`src/hdl/sgcr_pkg.sv`:
```
// sgcr_pkg: offsets, field positions, reset values and size limits
// for the switch global control register slice.
// assumes an 8-bit register port addressed at the printed offsets.
package sgcr_pkg;

   // register offsets
   localparam logic [7:0] SGCR_OFS_CTL2 = 8'h04;
   localparam logic [7:0] SGCR_OFS_FWD  = 8'h05;  // global_forwarding_features
   localparam logic [7:0] SGCR_OFS_CPU  = 8'h06;  // global_cpu_port_settings

   // frame size control (offset 0x04)
   localparam int SGCR_B_HUGE  = 2;
   localparam int SGCR_B_LEGAL = 1;
   localparam logic [7:0] SGCR_CTL2_RST  = 8'h00;
   localparam logic [7:0] SGCR_CTL2_MASK = 8'h07;  // bit 0 is reserved r/w

   // global_forwarding_features fields
   localparam int SGCR_B_VLAN  = 7;
   localparam int SGCR_B_SNOOP = 6;
   localparam int SGCR_B_WFQ   = 3;
   localparam int SGCR_B_SNIFF = 0;
   localparam logic [7:0] SGCR_FWD_RST  = 8'h00;
   localparam logic [7:0] SGCR_FWD_MASK = 8'hc9;

   // global_cpu_port_settings fields
   localparam int SGCR_B_HALF  = 6;
   localparam int SGCR_B_FLOW  = 5;
   localparam int SGCR_B_LOW   = 4;
   localparam int SGCR_B_NULLV = 3;
   localparam logic [7:0] SGCR_CPU_RST  = 8'h20;
   localparam logic [7:0] SGCR_CPU_MASK = 8'h78;

   // frame length limits in bytes
   localparam logic [10:0] SGCR_LEN_ANY      = 11'h600;  // 1536
   localparam logic [10:0] SGCR_LEN_TAGGED   = 11'h5f2;  // 1522
   localparam logic [10:0] SGCR_LEN_UNTAGGED = 11'h5ee;  // 1518
   localparam logic [10:0] SGCR_LEN_HUGE     = 11'h77c;  // 1916

   // weighted fair queuing, queue 3 first
   localparam logic [3:0][4:0] SGCR_WFQ_WEIGHT = {5'h08, 5'h04, 5'h02, 5'h01};
   localparam logic [11:0] SGCR_NULL_VID = 12'h000;

endpackage : sgcr_pkg

```
`src/hdl/sgcr_egress_sched.sv`:
```
// sgcr_egress_sched: picks the next egress queue of one port.
// assumes slot is a one-cycle request and q_ready is stable for it.
`timescale 1ns/1ns
`default_nettype none
module sgcr_egress_sched
   import sgcr_pkg::*;
(
   input  wire logic       clk_sys,
   input  wire logic       rst_q,
   input  wire logic       wfq_on,
   input  wire logic       method_rr,
   input  wire logic [3:0] q_ready,
   input  wire logic       slot,
   output logic            pick_valid,
   output logic [1:0]      pick_q
);

   logic [3:0][4:0] credit;
   logic [3:0][4:0] wt;
   logic [3:0][4:0] base;
   logic [3:0][4:0] next_credit;
   logic [1:0]      rr_ptr;
   logic [1:0]      sel_q;
   logic            sel_ok;
   logic            fresh;
   logic [1:0]      top_q;
   logic [1:0]      idx;

   // round weights: empty queues get none, top busy queue one extra unless all four are busy
   always_comb
   begin
      top_q = 2'h0;
      wt    = '0;
      for (int i = 0; i < 4; i++)
      begin
         if (q_ready[i])
         begin
            wt[i] = SGCR_WFQ_WEIGHT[i];
            top_q = 2'(i);
         end
      end
      if (!(&q_ready) && |q_ready)
         wt[top_q] = wt[top_q] + 5'h01;
   end

   // choose queue by active method
   always_comb
   begin
      fresh = 1'b1;
      for (int i = 0; i < 4; i++)
         if (q_ready[i] && credit[i] != 5'h00)
            fresh = 1'b0;
      base        = fresh ? wt : credit;
      sel_q       = 2'h0;
      sel_ok      = 1'b0;
      idx         = 2'h0;
      if (wfq_on)
      begin
         for (int i = 0; i < 4; i++)
            if (q_ready[i] && base[i] != 5'h00)
            begin
               sel_q  = 2'(i);
               sel_ok = 1'b1;
            end
      end
      else if (method_rr)
      begin
         for (int k = 4; k >= 1; k--)
         begin
            idx = rr_ptr + 2'(k);
            if (q_ready[idx])
            begin
               sel_q  = idx;
               sel_ok = 1'b1;
            end
         end
      end
      else
      begin
         for (int i = 0; i < 4; i++)
            if (q_ready[i])
            begin
               sel_q  = 2'(i);
               sel_ok = 1'b1;
            end
      end
      next_credit = base;
      if (sel_ok && wfq_on)
         next_credit[sel_q] = base[sel_q] - 5'h01;
   end

   // credits only move when a slot is actually granted
   always_ff @(posedge clk_sys or negedge rst_q)
   begin
      if (!rst_q)
      begin
         credit     <= '0;
         rr_ptr     <= 2'h0;
         pick_valid <= 1'b0;
         pick_q     <= 2'h0;
      end
      else
      begin
         pick_valid <= slot && sel_ok;
         if (slot && sel_ok)
         begin
            pick_q <= sel_q;
            rr_ptr <= sel_q;
            if (wfq_on)
               credit <= next_credit;
         end
      end
   end

   pick_busy_a : assert property (@(posedge clk_sys) disable iff (!rst_q)
      slot && |q_ready |=> pick_valid && $past(q_ready[sel_q]))
      else $error("picked queue was empty");
   strict_top_a : assert property (@(posedge clk_sys) disable iff (!rst_q)
      slot && !wfq_on && !method_rr && q_ready[3] |=> pick_q == 2'h3)
      else $error("strict priority skipped queue 3");
   wfq_empty_a : assert property (@(posedge clk_sys) disable iff (!rst_q)
      wfq_on && slot && q_ready == 4'h1 |=> pick_q == 2'h0)
      else $error("lone queue not served");
   cov_wfq_c : cover property (@(posedge clk_sys) wfq_on && slot && &q_ready);
   cov_rr_c : cover property (@(posedge clk_sys) method_rr && !wfq_on && slot);

endmodule : sgcr_egress_sched
`default_nettype wire

```
`src/hdl/sgcr_global_regs.sv`:
```
// sgcr_global_regs: frame size control, forwarding features and
// processor-port settings, with the frame checks that consume them.
// assumes the register port and frame strobes are synchronous to clk_sys.
`timescale 1ns/1ns
`default_nettype none
// Summary of operation
// - with the size check off, frames up to 1536 bytes are accepted.
// - with the size check on, tagged frames over 1522 and untagged over 1518 bytes drop.
// - huge packet support accepts up to 1916 bytes and overrides the size check.
// - bit 7 of the forwarding register turns tagged LAN forwarding on, reset off.
// - with snooping on every multicast join frame goes to the processor port.
// - without fair queuing each port schedules by its own per-port method bit.
// - fair queuing shares bandwidth 8:4:2:1 among queues three to zero when all are busy.
// - under fair queuing with some queue empty, the top busy queue gets one extra unit, empty queues none.
// - with sniff select set, a frame mirrors only if source and destination match.
// - with sniff select clear, a frame mirrors if source or destination matches.
// - bit 6 of the cpu port register selects half duplex when set.
// - bit 5, set at reset, enables pause flow control on the cpu port.
// - bit 4 runs the cpu port at 10 Mbps when set, 100 Mbps when clear.
// - with bit 3 set, a null VLAN id is replaced by the port default id.
module sgcr_global_regs
   import sgcr_pkg::*;
#(
   parameter int NPORT = 3
)
(
   input  wire logic             clk_sys,
   input  wire logic             rstn,
   // register port
   input  wire logic [7:0]       reg_addr,
   input  wire logic             reg_wr,
   input  wire logic [7:0]       reg_wdata,
   input  wire logic             reg_rd,
   output logic [7:0]            reg_rdata,
   output logic                  reg_rvalid,
   // frame length check
   input  wire logic             len_chk,
   input  wire logic [10:0]      frame_len,
   input  wire logic             frame_tagged,
   output logic                  len_done,
   output logic                  frame_drop,
   // multicast join snooping
   input  wire logic             fwd_chk,
   input  wire logic             frame_is_igmp,
   output logic                  fwd_done,
   output logic                  to_cpu_port,
   // mirroring
   input  wire logic             src_sniffed,
   input  wire logic             dst_sniffed,
   output logic                  mirror_frame,
   // null id replacement
   input  wire logic [11:0]      frame_vid,
   input  wire logic [11:0]      port_default_vid,
   output logic [11:0]           vid_out,
   // egress scheduling
   input  wire logic [NPORT-1:0] port_method_rr,
   input  wire logic [4*NPORT-1:0] q_ready,
   input  wire logic [NPORT-1:0] tx_slot,
   output logic [NPORT-1:0]      tx_pick_valid,
   output logic [2*NPORT-1:0]    tx_pick_q,
   // settings toward the fabric
   output logic                  tagged_lan_mode_on,
   output logic                  multicast_join_capture_on,
   output logic                  cpu_port_half_duplex,
   output logic                  cpu_port_flow_ctl,
   output logic                  cpu_port_low_speed,
   output logic                  zero_tag_id_substitute
);

   logic [1:0] rst_sync;
   logic       rst_q;
   logic [7:0] size_ctl;
   logic [7:0] fwd_feat;
   logic [7:0] cpu_set;

   // two-stage reset release; only the second stage is used
   always_ff @(posedge clk_sys or negedge rstn)
   begin
      if (!rstn)
         rst_sync <= 2'b00;
      else
         rst_sync <= {rst_sync[0], 1'b1};
   end
   assign rst_q = rst_sync[1];

   // address decode
   wire hit_ctl2 = reg_addr == SGCR_OFS_CTL2;
   wire hit_fwd  = reg_addr == SGCR_OFS_FWD;
   wire hit_cpu  = reg_addr == SGCR_OFS_CPU;

   // writes only touch r/w bits; read-only bits keep their reset value
   wire [7:0] next_size_ctl = (reg_wdata & SGCR_CTL2_MASK);
   wire [7:0] next_fwd_feat = (reg_wdata & SGCR_FWD_MASK) | (SGCR_FWD_RST & ~SGCR_FWD_MASK);
   wire [7:0] next_cpu_set  = (reg_wdata & SGCR_CPU_MASK) | (SGCR_CPU_RST & ~SGCR_CPU_MASK);

   always_ff @(posedge clk_sys or negedge rst_q)
   begin
      if (!rst_q)
      begin
         size_ctl <= SGCR_CTL2_RST;
         fwd_feat <= SGCR_FWD_RST;
         cpu_set  <= SGCR_CPU_RST;
      end
      else if (reg_wr)
      begin
         if (hit_ctl2)
            size_ctl <= next_size_ctl;
         if (hit_fwd)
            fwd_feat <= next_fwd_feat;
         if (hit_cpu)
            cpu_set <= next_cpu_set;
      end
   end

   // read mux; unmapped offsets read zero
   wire [7:0] rd_mux = hit_ctl2 ? size_ctl :
                       hit_fwd  ? fwd_feat :
                       hit_cpu  ? cpu_set  : 8'h00;

   always_ff @(posedge clk_sys or negedge rst_q)
   begin
      if (!rst_q)
      begin
         reg_rdata  <= 8'h00;
         reg_rvalid <= 1'b0;
      end
      else
      begin
         reg_rvalid <= reg_rd;
         if (reg_rd)
            reg_rdata <= rd_mux;
      end
   end

   // settings are the register flops themselves
   assign tagged_lan_mode_on        = fwd_feat[SGCR_B_VLAN];
   assign multicast_join_capture_on = fwd_feat[SGCR_B_SNOOP];
   assign cpu_port_half_duplex      = cpu_set[SGCR_B_HALF];
   assign cpu_port_flow_ctl         = cpu_set[SGCR_B_FLOW];
   assign cpu_port_low_speed        = cpu_set[SGCR_B_LOW];
   assign zero_tag_id_substitute    = cpu_set[SGCR_B_NULLV];

   // size limit: huge wins over the legal check
   wire        huge_on  = size_ctl[SGCR_B_HUGE];
   wire        legal_on = size_ctl[SGCR_B_LEGAL];
   wire [10:0] tag_lim  = frame_tagged ? SGCR_LEN_TAGGED : SGCR_LEN_UNTAGGED;
   wire [10:0] len_lim  = huge_on  ? SGCR_LEN_HUGE :
                          legal_on ? tag_lim :
                                     SGCR_LEN_ANY;
   wire        too_long = frame_len > len_lim;

   // frame decisions, one cycle after the strobe
   wire sniff_hit = fwd_feat[SGCR_B_SNIFF] ? (src_sniffed && dst_sniffed)
                                           : (src_sniffed || dst_sniffed);
   wire vid_null  = frame_vid == SGCR_NULL_VID;
   wire [11:0] next_vid = (zero_tag_id_substitute && vid_null) ? port_default_vid
                                                               : frame_vid;

   always_ff @(posedge clk_sys or negedge rst_q)
   begin
      if (!rst_q)
      begin
         len_done     <= 1'b0;
         frame_drop   <= 1'b0;
         fwd_done     <= 1'b0;
         to_cpu_port  <= 1'b0;
         mirror_frame <= 1'b0;
         vid_out      <= 12'h000;
      end
      else
      begin
         len_done <= len_chk;
         fwd_done <= fwd_chk;
         if (len_chk)
            frame_drop <= too_long;
         if (fwd_chk)
         begin
            to_cpu_port  <= multicast_join_capture_on && frame_is_igmp;
            mirror_frame <= sniff_hit;
            vid_out      <= next_vid;
         end
      end
   end

   // one scheduler per egress port
   for (genvar p = 0; p < NPORT; p++)
   begin : g_port
      sgcr_egress_sched u_sched (
         .clk_sys    (clk_sys),
         .rst_q      (rst_q),
         .wfq_on     (fwd_feat[SGCR_B_WFQ]),
         .method_rr  (port_method_rr[p]),
         .q_ready    (q_ready[4*p +: 4]),
         .slot       (tx_slot[p]),
         .pick_valid (tx_pick_valid[p]),
         .pick_q     (tx_pick_q[2*p +: 2])
      );
   end

   // size verdicts, checked against plain limits rather than the package
   any_size_a : assert property (@(posedge clk_sys) disable iff (!rst_q)
      len_chk && !huge_on && !legal_on |=> len_done
      && frame_drop == ($past(frame_len) > 11'h600))
      else $error("default size limit wrong");
   legal_size_a : assert property (@(posedge clk_sys) disable iff (!rst_q)
      len_chk && !huge_on && legal_on && frame_tagged |=>
      frame_drop == ($past(frame_len) > 11'h5f2))
      else $error("tagged size limit wrong");
   untag_size_a : assert property (@(posedge clk_sys) disable iff (!rst_q)
      len_chk && !huge_on && legal_on && !frame_tagged |=>
      frame_drop == ($past(frame_len) > 11'h5ee))
      else $error("untagged size limit wrong");
   huge_size_a : assert property (@(posedge clk_sys) disable iff (!rst_q)
      len_chk && huge_on |=> frame_drop == ($past(frame_len) > 11'h77c))
      else $error("huge size limit wrong");
   drop_hold_a : assert property (@(posedge clk_sys) disable iff (!rst_q)
      !len_chk |=> !len_done && $stable(frame_drop))
      else $error("length verdict moved without a strobe");
   size_bits_a : assert property (@(posedge clk_sys) disable iff (!rst_q)
      reg_wr && hit_ctl2 |=> huge_on == $past(reg_wdata[2])
      && legal_on == $past(reg_wdata[1]))
      else $error("size control bits not written");

   // setting bits follow writes and hold otherwise
   vlan_bit_a : assert property (@(posedge clk_sys) disable iff (!rst_q)
      reg_wr && hit_fwd |=> tagged_lan_mode_on == $past(reg_wdata[7]))
      else $error("vlan mode bit not written");
   snoop_bit_a : assert property (@(posedge clk_sys) disable iff (!rst_q)
      reg_wr && hit_fwd |=> multicast_join_capture_on == $past(reg_wdata[6]))
      else $error("snoop bit not written");
   wfq_bit_a : assert property (@(posedge clk_sys) disable iff (!rst_q)
      reg_wr && hit_fwd |=> fwd_feat[SGCR_B_WFQ] == $past(reg_wdata[3]))
      else $error("fair queuing bit not written");
   fwd_hold_a : assert property (@(posedge clk_sys) disable iff (!rst_q)
      !reg_wr |=> $stable(fwd_feat))
      else $error("forwarding settings moved without a write");
   cpu_bits_a : assert property (@(posedge clk_sys) disable iff (!rst_q)
      reg_wr && hit_cpu |=> cpu_port_half_duplex == $past(reg_wdata[6])
      && cpu_port_low_speed == $past(reg_wdata[4]))
      else $error("cpu port mode bits not written");
   flow_bit_a : assert property (@(posedge clk_sys) disable iff (!rst_q)
      reg_wr && hit_cpu |=> cpu_port_flow_ctl == $past(reg_wdata[5]))
      else $error("flow control bit not written");
   nullv_bit_a : assert property (@(posedge clk_sys) disable iff (!rst_q)
      reg_wr && hit_cpu |=> zero_tag_id_substitute == $past(reg_wdata[3]))
      else $error("null id bit not written");
   flow_reset_a : assert property (@(posedge clk_sys)
      $rose(rst_q) |-> cpu_port_flow_ctl && !cpu_port_low_speed)
      else $error("cpu port reset defaults wrong");
   ro_bits_a : assert property (@(posedge clk_sys) disable iff (!rst_q)
      fwd_feat[5:4] == 2'b00 && fwd_feat[2:1] == 2'b00 && !cpu_set[7])
      else $error("read-only bit changed");

   // read answers: one-cycle valid, read-only bits show their defaults
   rd_answer_a : assert property (@(posedge clk_sys) disable iff (!rst_q)
      reg_rd |=> reg_rvalid)
      else $error("read not answered");
   rd_idle_a : assert property (@(posedge clk_sys) disable iff (!rst_q)
      !reg_rd |=> !reg_rvalid)
      else $error("read valid without a read");
   unmapped_rd_a : assert property (@(posedge clk_sys) disable iff (!rst_q)
      reg_rd && !hit_ctl2 && !hit_fwd && !hit_cpu |=> reg_rdata == 8'h00)
      else $error("unmapped offset read nonzero");
   fwd_ro_rd_a : assert property (@(posedge clk_sys) disable iff (!rst_q)
      reg_rd && hit_fwd |=> (reg_rdata & 8'h36) == 8'h00)
      else $error("forwarding read-only bits read nonzero");
   cpu_ro_rd_a : assert property (@(posedge clk_sys) disable iff (!rst_q)
      reg_rd && hit_cpu |=> (reg_rdata & 8'h87) == 8'h00)
      else $error("cpu port read-only bits read nonzero");

   // forwarding decisions
   snoop_fwd_a : assert property (@(posedge clk_sys) disable iff (!rst_q)
      fwd_chk && frame_is_igmp && multicast_join_capture_on |=> to_cpu_port)
      else $error("snooped frame not sent to cpu port");
   snoop_off_a : assert property (@(posedge clk_sys) disable iff (!rst_q)
      fwd_chk && !multicast_join_capture_on |=> !to_cpu_port)
      else $error("frame redirected with snooping off");
   sniff_and_a : assert property (@(posedge clk_sys) disable iff (!rst_q)
      fwd_chk && fwd_feat[0] && !(src_sniffed && dst_sniffed) |=> !mirror_frame)
      else $error("and sniff mirrored on one match");
   sniff_both_a : assert property (@(posedge clk_sys) disable iff (!rst_q)
      fwd_chk && src_sniffed && dst_sniffed |=> mirror_frame)
      else $error("double match not mirrored");
   sniff_or_a : assert property (@(posedge clk_sys) disable iff (!rst_q)
      fwd_chk && !fwd_feat[0] && src_sniffed |=> mirror_frame)
      else $error("or sniff missed a match");
   sniff_none_a : assert property (@(posedge clk_sys) disable iff (!rst_q)
      fwd_chk && !src_sniffed && !dst_sniffed |=> !mirror_frame)
      else $error("frame mirrored with no match");
   null_vid_a : assert property (@(posedge clk_sys) disable iff (!rst_q)
      fwd_chk && zero_tag_id_substitute && frame_vid == 12'h000 |=>
      vid_out == $past(port_default_vid))
      else $error("null id not replaced");
   vid_keep_a : assert property (@(posedge clk_sys) disable iff (!rst_q)
      fwd_chk && frame_vid != 12'h000 |=> vid_out == $past(frame_vid))
      else $error("non-null id altered");
   vid_off_a : assert property (@(posedge clk_sys) disable iff (!rst_q)
      fwd_chk && !zero_tag_id_substitute |=> vid_out == $past(frame_vid))
      else $error("id replaced with replacement off");
   fwd_outs_hold_a : assert property (@(posedge clk_sys) disable iff (!rst_q)
      !fwd_chk |=> !fwd_done && $stable(to_cpu_port)
      && $stable(mirror_frame) && $stable(vid_out))
      else $error("forwarding result moved without a strobe");
   cov_drop_c : cover property (@(posedge clk_sys) len_done && frame_drop);
   cov_snoop_c : cover property (@(posedge clk_sys) fwd_done && to_cpu_port);
   cov_mirror_c : cover property (@(posedge clk_sys) fwd_done && mirror_frame);

endmodule : sgcr_global_regs
`default_nettype wire

```
`config.mk`:
```
export PLATFORM = sky130hd
export DESIGN_NAME = sgcr_global_regs
export DESIGN_NICKNAME = d
export VERILOG_FILES = /design/src/hdl/sgcr_pkg.sv /design/src/hdl/sgcr_egress_sched.sv /design/src/hdl/sgcr_global_regs.sv
export SDC_FILE = /design/constraint.sdc
export NUM_CORES = 1
export LEC_CHECK = 0
export BUFFER_PORTS_ARGS = -buffer_cell sky130_fd_sc_hd__buf_4
export CAP_MARGIN = 20
export CELL_PAD_IN_SITES_DETAIL_PLACEMENT = 1
export CELL_PAD_IN_SITES_GLOBAL_PLACEMENT = 1
export CORE_ASPECT_RATIO = 0.7
export CORE_UTILIZATION = 44
export DETAILED_ROUTE_END_ITERATION = 7
export PLACE_DENSITY = 0.84
export SYNTH_ARGS = -nofsm -noshare
export SYNTH_HDL_FRONTEND = slang
export SYNTH_SLANG_ARGS = --single-unit
```
`constraint.sdc`:
```
create_clock -name clk_sys -period 4.41 [get_ports clk_sys]
set_input_delay 0.441 -clock clk_sys [delete_from_list [all_inputs] [get_ports clk_sys]]
set_output_delay 0.441 -clock clk_sys [all_outputs]
set_load 0.02 [all_outputs]
```
Word-level counts from Yosys, hierarchy flattened
Index checks and enable logic that the tools add are counted.

Bits in registers: 108. Latch bits: 0. RAM bits: 0. Bits in read-only memories: 0. Output and inout bits: 41. Word-level logic and storage cells: 329. Memories: 0.

Add/sub/neg operators: 15. $mul: 0. Divide/modulo/power cells: 0. $lt $le $gt $ge: 25. Eq/ne operators: 3. Shift operators: 0. Mux-type cells: 173. Bitwise logic cells: 0. Reduce and logical (&&, ||, !) cells: 83.

Operator list (count): 2-to-1 mux 20 bit (9); bitwise mux 20 bit (6); nonzero test 5 bit (24); 2-to-1 mux 1 bit (76); 2-to-1 mux 2 bit (33); 2-to-1 mux 5 bit (13); binary-select mux 5 bit (select 2 bit) (6); demux 5 bit (select 2 bit) (6); less-than comparator 2 x 3 -> 1 bit, second input constant (18); logical AND 1 bit (42); binary-select mux 1 bit (select 2 bit) (12); equality test 8 x 3 -> 1 bit, second input constant (3); 2-to-1 mux 10 bit (2); 2-to-1 mux 8 bit (2); adder 5 x 1 -> 5 bit, second input constant (3); subtractor 5 x 1 -> 5 bit, second input constant (3); adder 2 bit, second input constant (6); >= comparator 2 x 1 -> 1 bit, second input constant (6); zero test 12 bit (1); 2-to-1 mux 12 bit (1); 2-to-1 mux 4 bit (3); AND reduction 2 bit (6); AND reduction 4 bit (3); OR reduction 4 bit (3); other kinds (6) (12).

Logic depth before layout (Yosys ltp)
Gate-level depths: netlist of run 1.

Depth in word-level cells: 22. Depth in mapped cells: 13. Mapped depth without buffers: 13.

Cells and area by module
Synthesis of run 1 repeated with hierarchy kept, for this count alone.

Cell total of the unflattened synthesis: 944. Area, all modules: 8381.8 µm².

By module, submodules not included: sgcr_egress_sched (g_port[0].u_sched ...) (instances 2, cells each 272, area each 2255.9 µm², sequential area each 575.6 µm²); sgcr_egress_sched (g_port[2].u_sched) (instances 1, cells each 241, area each 2015.7 µm², sequential area each 575.6 µm²); sgcr_global_regs (instances 1, cells each 159, area each 1854.3 µm², sequential area each 977.2 µm²).

Worst setup path after synthesis of run 1
No wires, ideal clock.

Path type: register -> register. From: register g_port[2].u_sched.credit[0] (netlist name). To: register g_port[2].u_sched.credit[19] (netlist name). Library setup time: 121 ps. Arrival time: 3011 ps. Required time: 4289 ps. Path slack: 1278 ps. Cell stages (with the launch flop): 12. Path buffers: 0. Cell sequence: dfrtp_1 -> or4_4 -> o21a_1 -> o311ai_4 -> a21boi_4 -> mux2_1 -> o211ai_1 -> o31a_1 -> ha_1 -> nand3_2 -> xor2_2 -> a22o_1.

Word-level cells in the longest chain between the ends: 19.

RTL lines: start, declared (RTL line sgcr_egress_sched.sv:18) `logic [3:0][4:0] credit;`; start signal, assigned (RTL line sgcr_egress_sched.sv:110) `credit <= next_credit;`; nonzero test 5 bit (RTL line sgcr_egress_sched.sv:51) `if (q_ready[i] && credit[i] != 5'h00)`; logical AND 1 bit (RTL line sgcr_egress_sched.sv:51); 2-to-1 mux 1 bit (4 in series) (RTL line sgcr_egress_sched.sv:51); 2-to-1 mux 20 bit (*) (RTL line sgcr_egress_sched.sv:53) `base = fresh ? wt : credit;`; branches (longest 12 deep; another with subtractor 5 x 1 -> 5 bit).

Mark *: on every way between the ends. The select of a mux whose other input is x is not followed. A chain may end at the register's enable or synchronous reset.

Final worst setup path of run 1
From: register g_port[1].u_sched.credit[0] (netlist name). To: register g_port[1].u_sched.credit[2] (netlist name).

Word-level cells in the longest chain between the ends: 19.

RTL lines (RTL line): start, declared (sgcr_egress_sched.sv:18); start signal, assigned (sgcr_egress_sched.sv:110); nonzero test 5 bit (sgcr_egress_sched.sv:51); logical AND 1 bit (sgcr_egress_sched.sv:51); 2-to-1 mux 1 bit (4 in series) (sgcr_egress_sched.sv:51); 2-to-1 mux 20 bit (*) (sgcr_egress_sched.sv:53); branches (longest 12 deep; another with subtractor 5 x 1 -> 5 bit).

Marks and branches as above.

==> results.yml, run 1 <==
routing:
  drt-vias-per-instance: 6.105
  dr.pass1.iters: 5
  vias: 6758
  avgRoutedWirePerCell_um: 21.07
  routed_wl_mm: 23.32
  drc: 0
  drt_iter0_markers: 415
  ant_nets: 0
yosys:
  netlist_instances: 787
  seq_area_frac_synth_pct: 37.52
  synth_top_area_share_pct: 37.15
  ys.flop_type: "dfrtp_1"
  yosys.cell_count.top_type: "dfrtp_1"
  yosys-top-cells-count: "dfrtp_1 (107), nand2_1 (74), a21oi_1 (58), nor2_1 (58), o21ai_0 (47)"
  async_flop_share_pct: 100.0
  yosysTopAreaCell: "dfrtp_1"
  synth_edf_count: 0
  ys_types: 82
  synthesis.nets: 881
  syn_avg_cell_area_um2: 9.157
  syn_area_mm2: 0.007207
  yosys_register_bits: 108
  synth_area_leaders: "dfrtp_1 (37%), mux2i_1 (4.7%), mux2_2 (4.2%)"
  ys.warnings.count: 0
clocking:
  h-tree-depth: 3
  cts_buffer_depth: 2
  cts_buffers: 9
  clk_latency_ns: 0.38
  cts_root_buf: "clkbuf_16"
  post-cts-setup-buffer-count: 0
  cts_tree: "done"
  cts.sinks: 108
  cts_resized: 0
  cts_hold_buf: 1
  clkTransAtPathRegs_ns: 0.08
global_routing:
  busiest_layer: "met2"
  grt_start_max_net_pins: 79
  grt_first_pass_wirelength_mm: 37.62
  grt_remaining_overflow: 0
  antenna_found_initial: 1
  grtUsageTotal_pct: 28.73
  grt_pass1_vias: 6925
  use_met3_pct: 5.644
  use_met1_pct: 38.58
  grt_util_met2_pct: 46.78
timing:
  maxSlewViolCount: 0
  slew_headroom_pct: 35.91
  hold_viol_final: 0
  period_needed_ns: 4.081
  fmax_mhz: 245.1
  rsz0062_at_grt: "no"
  finalCritPeriodShare_pct: 92.53
  tightestPinTransition_ns: 0.9603
  setup_tns_ns: 0
  setup_viol: 0
  finClkSkew_ns: 0.01224
placed_design:
  dp_hpwl_mm: 17.49
  portBuffers: 119
  gp_congestion: 0.9673
run_status:
  status: "complete, no violations"
setup_path:
  critPathArrivalTime_ns: 4.39
  start_kind: "flop"
  critPathCaptureType: "flop"
  required_ns: 4.72
  cp_max_fo: 19
  crit_type: "reg -> reg"
floorplanning:
  fp-row-count: 38
  initial_core_util_pct: 45.79
  die_x_um: 155.0
  fp.dieH_um: 109.1
  core_area_mm2: 0.01574
  io_pins: 120
  die-area_mm2: 0.01690
run:
  max_cap_viol_count: 0
finish:
  fin_nets: 976
  diodes: 0
  fillCellCount: 1801
  drive_gt1_share_pct: 23.22
  area_delta_synth_final_pct: 18.82
power_and_ir_drop:
  powerDensity_mw_per_mm2: 432.2
  peakVddDrop_uv: 195.5
  power_uw: 3701
  p_leak_uw: 0.003837
worst_hold_path:
  hp-class: "reg -> async"
-- sequential cells by signal, summed over array words and instances (netlist names), 2 cells and up --
signal	cells
rst_sync	2
g_port.u_sched.pick_q	6
size_ctl	3
vid_out	12
reg_rdata	8
fwd_feat	4
g_port.u_sched.credit	60
g_port.u_sched.pick_valid	3
cpu_set	4
-- per-stage QoR --
| step | cell area, µm² | setup slack (ns) | std cells | util [%] | hold WS, ns |
|---|---|---|---|---|---|
| global route | 8563 | 0.1007 | 1107 | 54.41 | 0.1812 |
| CTS | 8536 | 0.4234 | 1106 | 54.24 | 0.1827 |
| global placement | 8207 | 0.6506 | 1089 | 52.15 | 0.2239 |
| finish | 8563 | 0.3293 | 1107 | 54.41 | 0.1645 |
| detailed placement | 8207 | 0.4402 | 1089 | 52.15 | 0.2255 |
| floorplan | 7207 | 1.180 | 787 | - | 0.1454 |
-- layout by cell type, fill, tap and decap left out, types with 5 or more instances in the layout --
master / n
a22o_1: 19
clkbuf_16: 9
mux2i_1: 34
nand3_1: 22
ha_1: 15
or4_4: 6
mux2_1: 8
nor2_1: 58
buf_4: 125
o21ai_0: 47
o211ai_1: 6
nor3_1: 16
and3_1: 14
o31ai_1: 5
a21o_1: 7
o21a_1: 11
or4_1: 5
a21oi_1: 58
nor2b_1: 12
and2_1: 9
inv_1: 33
o21ai_2: 5
dfrtp_1: 106
o21ai_1: 19
a32o_1: 7
nand2_1: 74
o22ai_1: 5
nand2b_1: 5
xor2_1: 7
nand4_1: 8
mux2_2: 27
-- path summary, 6_finish.rpt --
kind	slack (ns)	to	cells past startpoint	start
min in group clk_sys	0.19	len_done	1	len_chk
worst min-delay path	0.16	g_port[0].u_sched.credit[10]	0	rst_sync[1]
max in group asynchronous	3.23	g_port[2].u_sched.credit[14]	2	rst_sync[1]
worst min register to register	0.16	g_port[0].u_sched.credit[10]	0	rst_sync[1]
worst max-delay path	0.33	g_port[1].u_sched.credit[2]	11	g_port[1].u_sched.credit[0]
worst max register to register	0.33	g_port[1].u_sched.credit[2]	11	g_port[1].u_sched.credit[0]
-- cell type report --
class / count / area [µm²] / share of cell area [%]
clock inverter: 7 / 93.84 / 1.096
tap: 220 / 275.3 / 3.214
multi-input combinational: 603 / 4161 / 48.60
sequential: 108 / 2708 / 31.62
timing repair buffer: 127 / 975.9 / 11.40
inverter: 33 / 123.9 / 1.447
clock buffer: 9 / 225.2 / 2.630
-- routing by layer --
metal  part of all wire, %  wire (µm)  up-vias
met3                   5.8       1364       47
met4                   2.2        508        2
met5                 0.060         14        -
met2                    47      10920      247
met1                    45      10510     3384
li1                      -          -     3078
-- report_power, final --
group / switching (µW) / internal (µW) / total, µW
registers: 140 / 1120 / 1260
clock network: 449 / 411 / 859
logic: 965 / 614 / 1580
total: 1550 / 2150 / 3700
-- cell families (layout without fill, tap and decap cells) --
family | Yosys count | count (layout) | share of synthesized area (%)
fa+ha+maj | 15 | 15 | 2.604
flops | 108 | 108 | 37.52
simple gates | 258 | 258 | 18.23
buf+inv | 76 | 176 | 4.740
compound gates | 244 | 244 | 24.12
mux | 70 | 70 | 10.50
other cells | 1 | 1 | 0.05203
xor+xnor | 15 | 15 | 2.240
-- worst max-delay path, stage by stage, from the launching register on --
cell     delay (ns)
dfrtp_1        0.41
or4_1          0.63
o21ai_2        0.30
nand4_2        0.50
nor4b_1        0.55
a21oi_1        0.11
mux2i_1        0.19
mux2i_1        0.14
ha_1           0.31
xor2_1         0.19
nor3_1         0.42
a32o_1         0.27
No activity file was read; power rests on OpenSTA's default activity.
==> run 2, diff against run 1 <==
Clock period 4.41 ns to 4.04 ns, I/O delays scaled along.
==> run 2 against run 1 <==
  * Core utilization is 0.17 points higher
  * Flip-flop and latch count stayed put
  * First-iteration DRC count grew 12%
  * Largest power group unchanged
  * Cell count up 0.63%
  * Clock skew barely moved
  * Non-clock buffer count is 7 higher
  * Global-route usage grew 0.33 points
  * Clock power rose by 7.3%
==> results.yml, run 2 (synthesis results as in run 1) <==
finish:
  final_cell_mix: "buf_4 (133), dfrtp_1 (106), nand2_1 (74), nor2_1 (58), a21oi_1 (58)"
  final_area_mm2: 0.008591
  diodes: 0
  largest_reg_flops: 60
  fin_nets: 983
  reg.largest.list: "g_port.u_sched.credit (60), vid_out (12), reg_rdata (8)"
  drive_gt1_share_pct: 23.94
  regArea_mm2: 0.002708
  area_delta_synth_final_pct: 19.20
  fillCellCount: 1849
  regMostFlops: "g_port.u_sched.credit"
  multi_input_area_mm2: 0.004167
  mostFrequentLayoutCell: "buf_4"
setup_path:
  critPathCaptureType: "flop"
  cp_max_fo: 13
  start_kind: "flop"
  critPathArrivalTime_ns: 4.04
  crit_type: "reg -> reg"
  required_ns: 4.29
timing:
  setup_viol: 0
  setup_tns_ns: 0
  maxSlewViolCount: 0
  slew_headroom_pct: 34.20
  setup_ws_ns: 0.2538
  finClkSkew_ns: 0.01191
  period_needed_ns: 3.786
  finalCritPeriodShare_pct: 93.72
  hold_viol_final: 0
  rsz0062_at_grt: "no"
  fmax_mhz: 264.1
  tightestPinTransition_ns: 0.9871
floorplanning:
  initial_core_util_pct: 45.79
  die-area_mm2: 0.01690
  fp.dieH_um: 109.1
  fp-row-count: 38
  io_pins: 120
  core_area_mm2: 0.01574
  die_x_um: 155.0
power_and_ir_drop:
  peakVddDrop_uv: 233.3
  seq_power_share_pct: 34.4
  power_frac_comb_pct: 42.9
  internal-power_uw: 2369
  clockPowerShare_pct: 22.6
  p_leak_uw: 0.003860
  powerDensity_mw_per_mm2: 473.8
  switching_share_pct: 41.81
  power.switching_uw: 1702
placed_design:
  placed_area_mm2: 0.008244
  place_ws_ns: 0.2585
  dp_hpwl_mm: 17.66
  gp_congestion: 0.9658
  portBuffers: 119
clocking:
  cts_tree: "done"
  clk_latency_ns: 0.37
  h-tree-depth: 3
  cts_buffer_depth: 2
  cts.sinks: 108
  clkTransAtPathRegs_ns: 0.08
  cts_buffers: 9
  cts_root_buf: "clkbuf_16"
global_routing:
  grt_first_pass_wirelength_mm: 38.14
  grt_pass1_vias: 7024
  grtUsageTotal_pct: 29.05
  antenna_found_initial: 1
  grt_remaining_overflow: 0
  grt_start_max_net_pins: 76
routing:
  vias: 6813
  drt_iter0_markers: 465
  routed_wl_mm: 23.52
  drt-vias-per-instance: 6.116
  dr.pass1.iters: 5
  ant_nets: 0
  avgRoutedWirePerCell_um: 21.11
  drc: 0
run_status:
  status: "complete, no violations"
worst_hold_path:
  hp-class: "in -> reg"
run:
  max_cap_viol_count: 0
-- run 2: layout make-up --
| type | count | area share (%) |
|---|---|---|
| Timing Repair Buffer | 134 | 11.74 |
| Tap cell | 220 | 3.204 |
| Sequential cell | 108 | 31.52 |
| Multi-Input combinational cell | 603 | 48.50 |
| Inverter | 33 | 1.442 |
| Clock buffer | 9 | 2.622 |
| Clock inverter | 7 | 0.9758 |
-- run 2: worst max-delay path, stage by stage, from the launching register on --
cell	delay [ns]
dfrtp_1	0.40
or4_1	0.61
o21ai_2	0.29
and4_1	0.40
mux2i_1	0.32
o21ai_1	0.19
a2111oi_4	0.60
nor2_2	0.26
buf_4	0.26
mux2_1	0.32
-- run 2: power by group through the flow --
stage	sequential [µW]	combinational [µW]	clock, µW
floorplan	1390	1180	0
global placement	1400	1600	0
detailed placement	1410	1690	0
CTS	1400	1710	936
global route	1420	1890	972
finish	1400	1750	922
-- run 2: what timing repair did --
item	in CTS	in global routing
endpoints found under the hold margin	2	0
endpoints found under the setup margin	0	3
resized for setup	0	1
setup buffers	0	3
hold buffers	1	0
-- run 2: worst paths after layout --
path	startpoint	to	slack (ns)	cells past startpoint
worst max-delay path	g_port[1].u_sched.credit[0]	g_port[1].u_sched.credit[1]	0.25	9
worst min-delay path	len_chk	len_done	0.16	1
worst max register to register	g_port[1].u_sched.credit[0]	g_port[1].u_sched.credit[1]	0.25	9
worst min register to register	rst_sync[0]	rst_sync[1]	0.37	0
max in group asynchronous	rst_sync[1]	g_port[2].u_sched.pick_valid	2.51	1
min in group asynchronous	rstn	rst_sync[0]	0.34	2
-- run 2: per-stage QoR --
step                      hold WS [ns]  utilization (%)  power, µW  std cells
after detailed placement        0.1917            52.39       3100       1094
after CTS                       0.1521            54.41       4046       1111
final                           0.1603            54.59       4070       1114
after global placement          0.1865            52.39       2997       1094
after floorplan                 0.1084                -       2568        787
after global routing            0.1523            54.59       4279       1114
-- run 2: routing by layer --
metal / wire, µm / share of wire (%) / GRT usage (%) / up-vias
li1: - / - / - / 3092
met1: 10540 / 45 / 37.72 / 3449
met2: 11050 / 47 / 48.39 / 232
met3: 1604 / 6.8 / 7.512 / 38
met4: 315 / 1.3 / 7.426 / 2
met5: 13 / 0.055 / 0 / -
==> run 3, diff against run 2 <==
Settings changed: MAX_ROUTING_LAYER set to met4, SLEW_MARGIN set to 40.
==> run 3 against run 2 <==
  * Worst setup slack better by 0.018 ns
  * Clock-buffer cell count did not move
  * Wire length barely moved
  * Total power decreased by 0.58%
  * Non-clock buffer count is 1 higher
  * Core utilization barely moved
  * Final area barely moved
==> results.yml, run 3 (synthesis results as in run 1) <==
setup_path:
  crit_type: "reg -> reg"
  crit_path_frequent_cell: "mux2i_1"
  worstSetupEndpoint: "g_port[0].u_sched.credit[13]"
  critPathSlowestCell: "and4_1"
  r2r_end: "g_port[0].u_sched.credit[13]"
  cp_top_family: "simple AND/OR/NAND/NOR gates"
  worstPathCellList: "or4_4 -> o21ai_4 -> and4_1 -> mux2i_1 -> mux2i_1 -> mux2_2 -> a2111oi_4 -> xor2_1 -> nor2_1 -> a22o_1"
  critPathCaptureType: "flop"
  worst-r2r-setup-slack_ns: 0.27
  critPathBufInv: 0
  start_kind: "flop"
  crit_path_max_incr_delay_ns: 0.60
  reg2reg_depth: 10
  timing.rr.start: "g_port[0].u_sched.credit[1]"
  critPathArrivalTime_ns: 4.01
  cp_max_fo: 11
  crit_path_start: "g_port[0].u_sched.credit[1]"
  required_ns: 4.28
  worst-path-stages: 10
power_and_ir_drop:
  power.switching_uw: 1641
  powerDensity_mw_per_mm2: 470.9
  p_leak_uw: 0.003861
  switching_share_pct: 40.56
  power_frac_comb_pct: 42.9
  clockPowerShare_pct: 22.8
  peakVddDrop_uv: 260.6
  seq_power_share_pct: 34.3
  internal-power_uw: 2405
routing:
  top_layer: "met4"
  wl_met1_mm: 10.47
  route.met2.wl_mm: 11.04
  drc: 0
  drt_iter0_markers: 313
  dr.pass1.iters: 4
  vias: 6738
  wl_met3_mm: 1.492
  avgRoutedWirePerCell_um: 21.08
  routed_wl_mm: 23.54
  ant_nets: 0
  drt-vias-per-instance: 6.032
floorplanning:
  die_x_um: 155.0
  io_pins: 120
  core_area_mm2: 0.01574
  fp.dieH_um: 109.1
  die-area_mm2: 0.01690
  fp-row-count: 38
  initial_core_util_pct: 45.79
worst_hold_path:
  hold_depth: 1
  hp-class: "in -> reg"
global_routing:
  grt_first_pass_wirelength_mm: 38.92
  antenna_found_initial: 2
  grt_start_max_net_pins: 56
  grt_remaining_overflow: 0
  grt_pass1_vias: 7279
  grtUsageTotal_pct: 30.53
clocking:
  cts_buffers: 9
  cts.sinks: 108
  cts_root_buf: "clkbuf_16"
  cts_tree: "done"
  clkTransAtPathRegs_ns: 0.08
  post-cts-setup-buffer-count: 0
  h-tree-depth: 3
  cts_buffer_depth: 2
  clk_latency_ns: 0.36
finish:
  fin_nets: 984
  mostFrequentLayoutCell: "buf_4"
  largest_reg_flops: 60
  reg.largest.list: "g_port.u_sched.credit (60), vid_out (12), reg_rdata (8)"
  regMostFlops: "g_port.u_sched.credit"
  final_cells: 1117
  drive_gt1_share_pct: 24.02
  area_delta_synth_final_pct: 19.24
  final_area_mm2: 0.008593
  final_cell_mix: "buf_4 (134), dfrtp_1 (106), nand2_1 (74), nor2_1 (58), a21oi_1 (58)"
timing:
  finClkSkew_ns: 0.008594
  rsz0062_at_grt: "no"
  hold_viol_final: 0
  slew_headroom_pct: 50.24
  maxSlewViolCount: 0
  setup_ws_ns: 0.2720
  period_needed_ns: 3.768
  setup_tns_ns: 0
  finalCritPeriodShare_pct: 93.27
  tightestPinTransition_ns: 0.7464
  setup_viol: 0
  fmax_mhz: 265.4
placed_design:
  gp_congestion: 0.9719
  placed_area_mm2: 0.008274
  dp_hpwl_mm: 18.04
  portBuffers: 119
  dpl.cell_count: 1098
  place_ws_ns: 0.3459
run_status:
  status: "complete, no violations"
run:
  max_cap_viol_count: 0
[run 3: cell count changes in the layout (fill, tap and decap cells not counted), sizes merged]
| cell | change |
|---|---|
| bufinv | +1 |
| buf | +1 |
| inv | -2 |
| diode | +2 |
| clkinvlp | +1 |
[run 3: how the worst min path moves through the flow]
stage	startpoint	slack (ns)	end
after floorplan	rstn	0.11	rst_sync[0]
after global placement	rstn	0.19	rst_sync[0]
after detailed placement	rstn	0.19	rst_sync[0]
after CTS	len_chk	0.16	len_done
after global routing	len_chk	0.16	len_done
final	len_chk	0.17	len_done
[run 3: repair_timing]
| item | CTS | global route |
|---|---|---|
| gates resized for setup | 0 | 1 |
| hold buffers | 1 | 0 |
| hold endpoints to repair | 2 | 0 |
| endpoints found under the setup margin | 0 | 7 |
[run 3: worst reg2reg max path: cells and delay by family, from the launching register on]
family,cells,cell delay (ns)
AO/OA/AOI/OAI,3,0.79
XOR/XNOR,1,0.36
AND/OR/NAND/NOR,3,1.30
multiplexers,3,0.80
flip-flops,1,0.41
[run 3: routing by layer]
| layer | global-route usage (%) | vias to the layer above |
|---|---|---|
| met5 | - | - |
| met4 | 10.25 | 0 |
| met3 | 6.121 | 44 |
| met2 | 49.45 | 257 |
| met1 | 38.39 | 3337 |
| li1 | - | 3100 |
[run 3: area by class of cell]
cell class                      instances  area [µm²]
Clock buffer                            9       225.2
Antenna cell                            2       5.005
Inverter                               33       123.9
Fill cell                            1818        7144
Clock inverter                          7       73.82
Sequential cell                       108        2708
Timing Repair Buffer                  135        1016
Tap cell                              220       275.3
Multi-Input combinational cell        603        4167
[run 3: power by group through the flow]
stage / logic, µW / clock network (µW) / registers (µW)
6_report: 1740 / 922 / 1390
3_3_place_gp: 1620 / 0 / 1390
5_1_grt: 1890 / 972 / 1410
4_1_cts: 1720 / 940 / 1380
2_1_floorplan: 1180 / 0 / 1390
3_5_place_dp: 1700 / 0 / 1400
[run 3: per-stage QoR]
step	hold WS, ns	total power, µW	utilization (%)
after floorplan	0.1084	2568	-
after global placement	0.1866	3011	52.58
after detailed placement	0.1899	3100	52.58
after CTS	0.1586	4041	54.54
after global routing	0.1634	4269	54.60
final	0.1719	4047	54.60
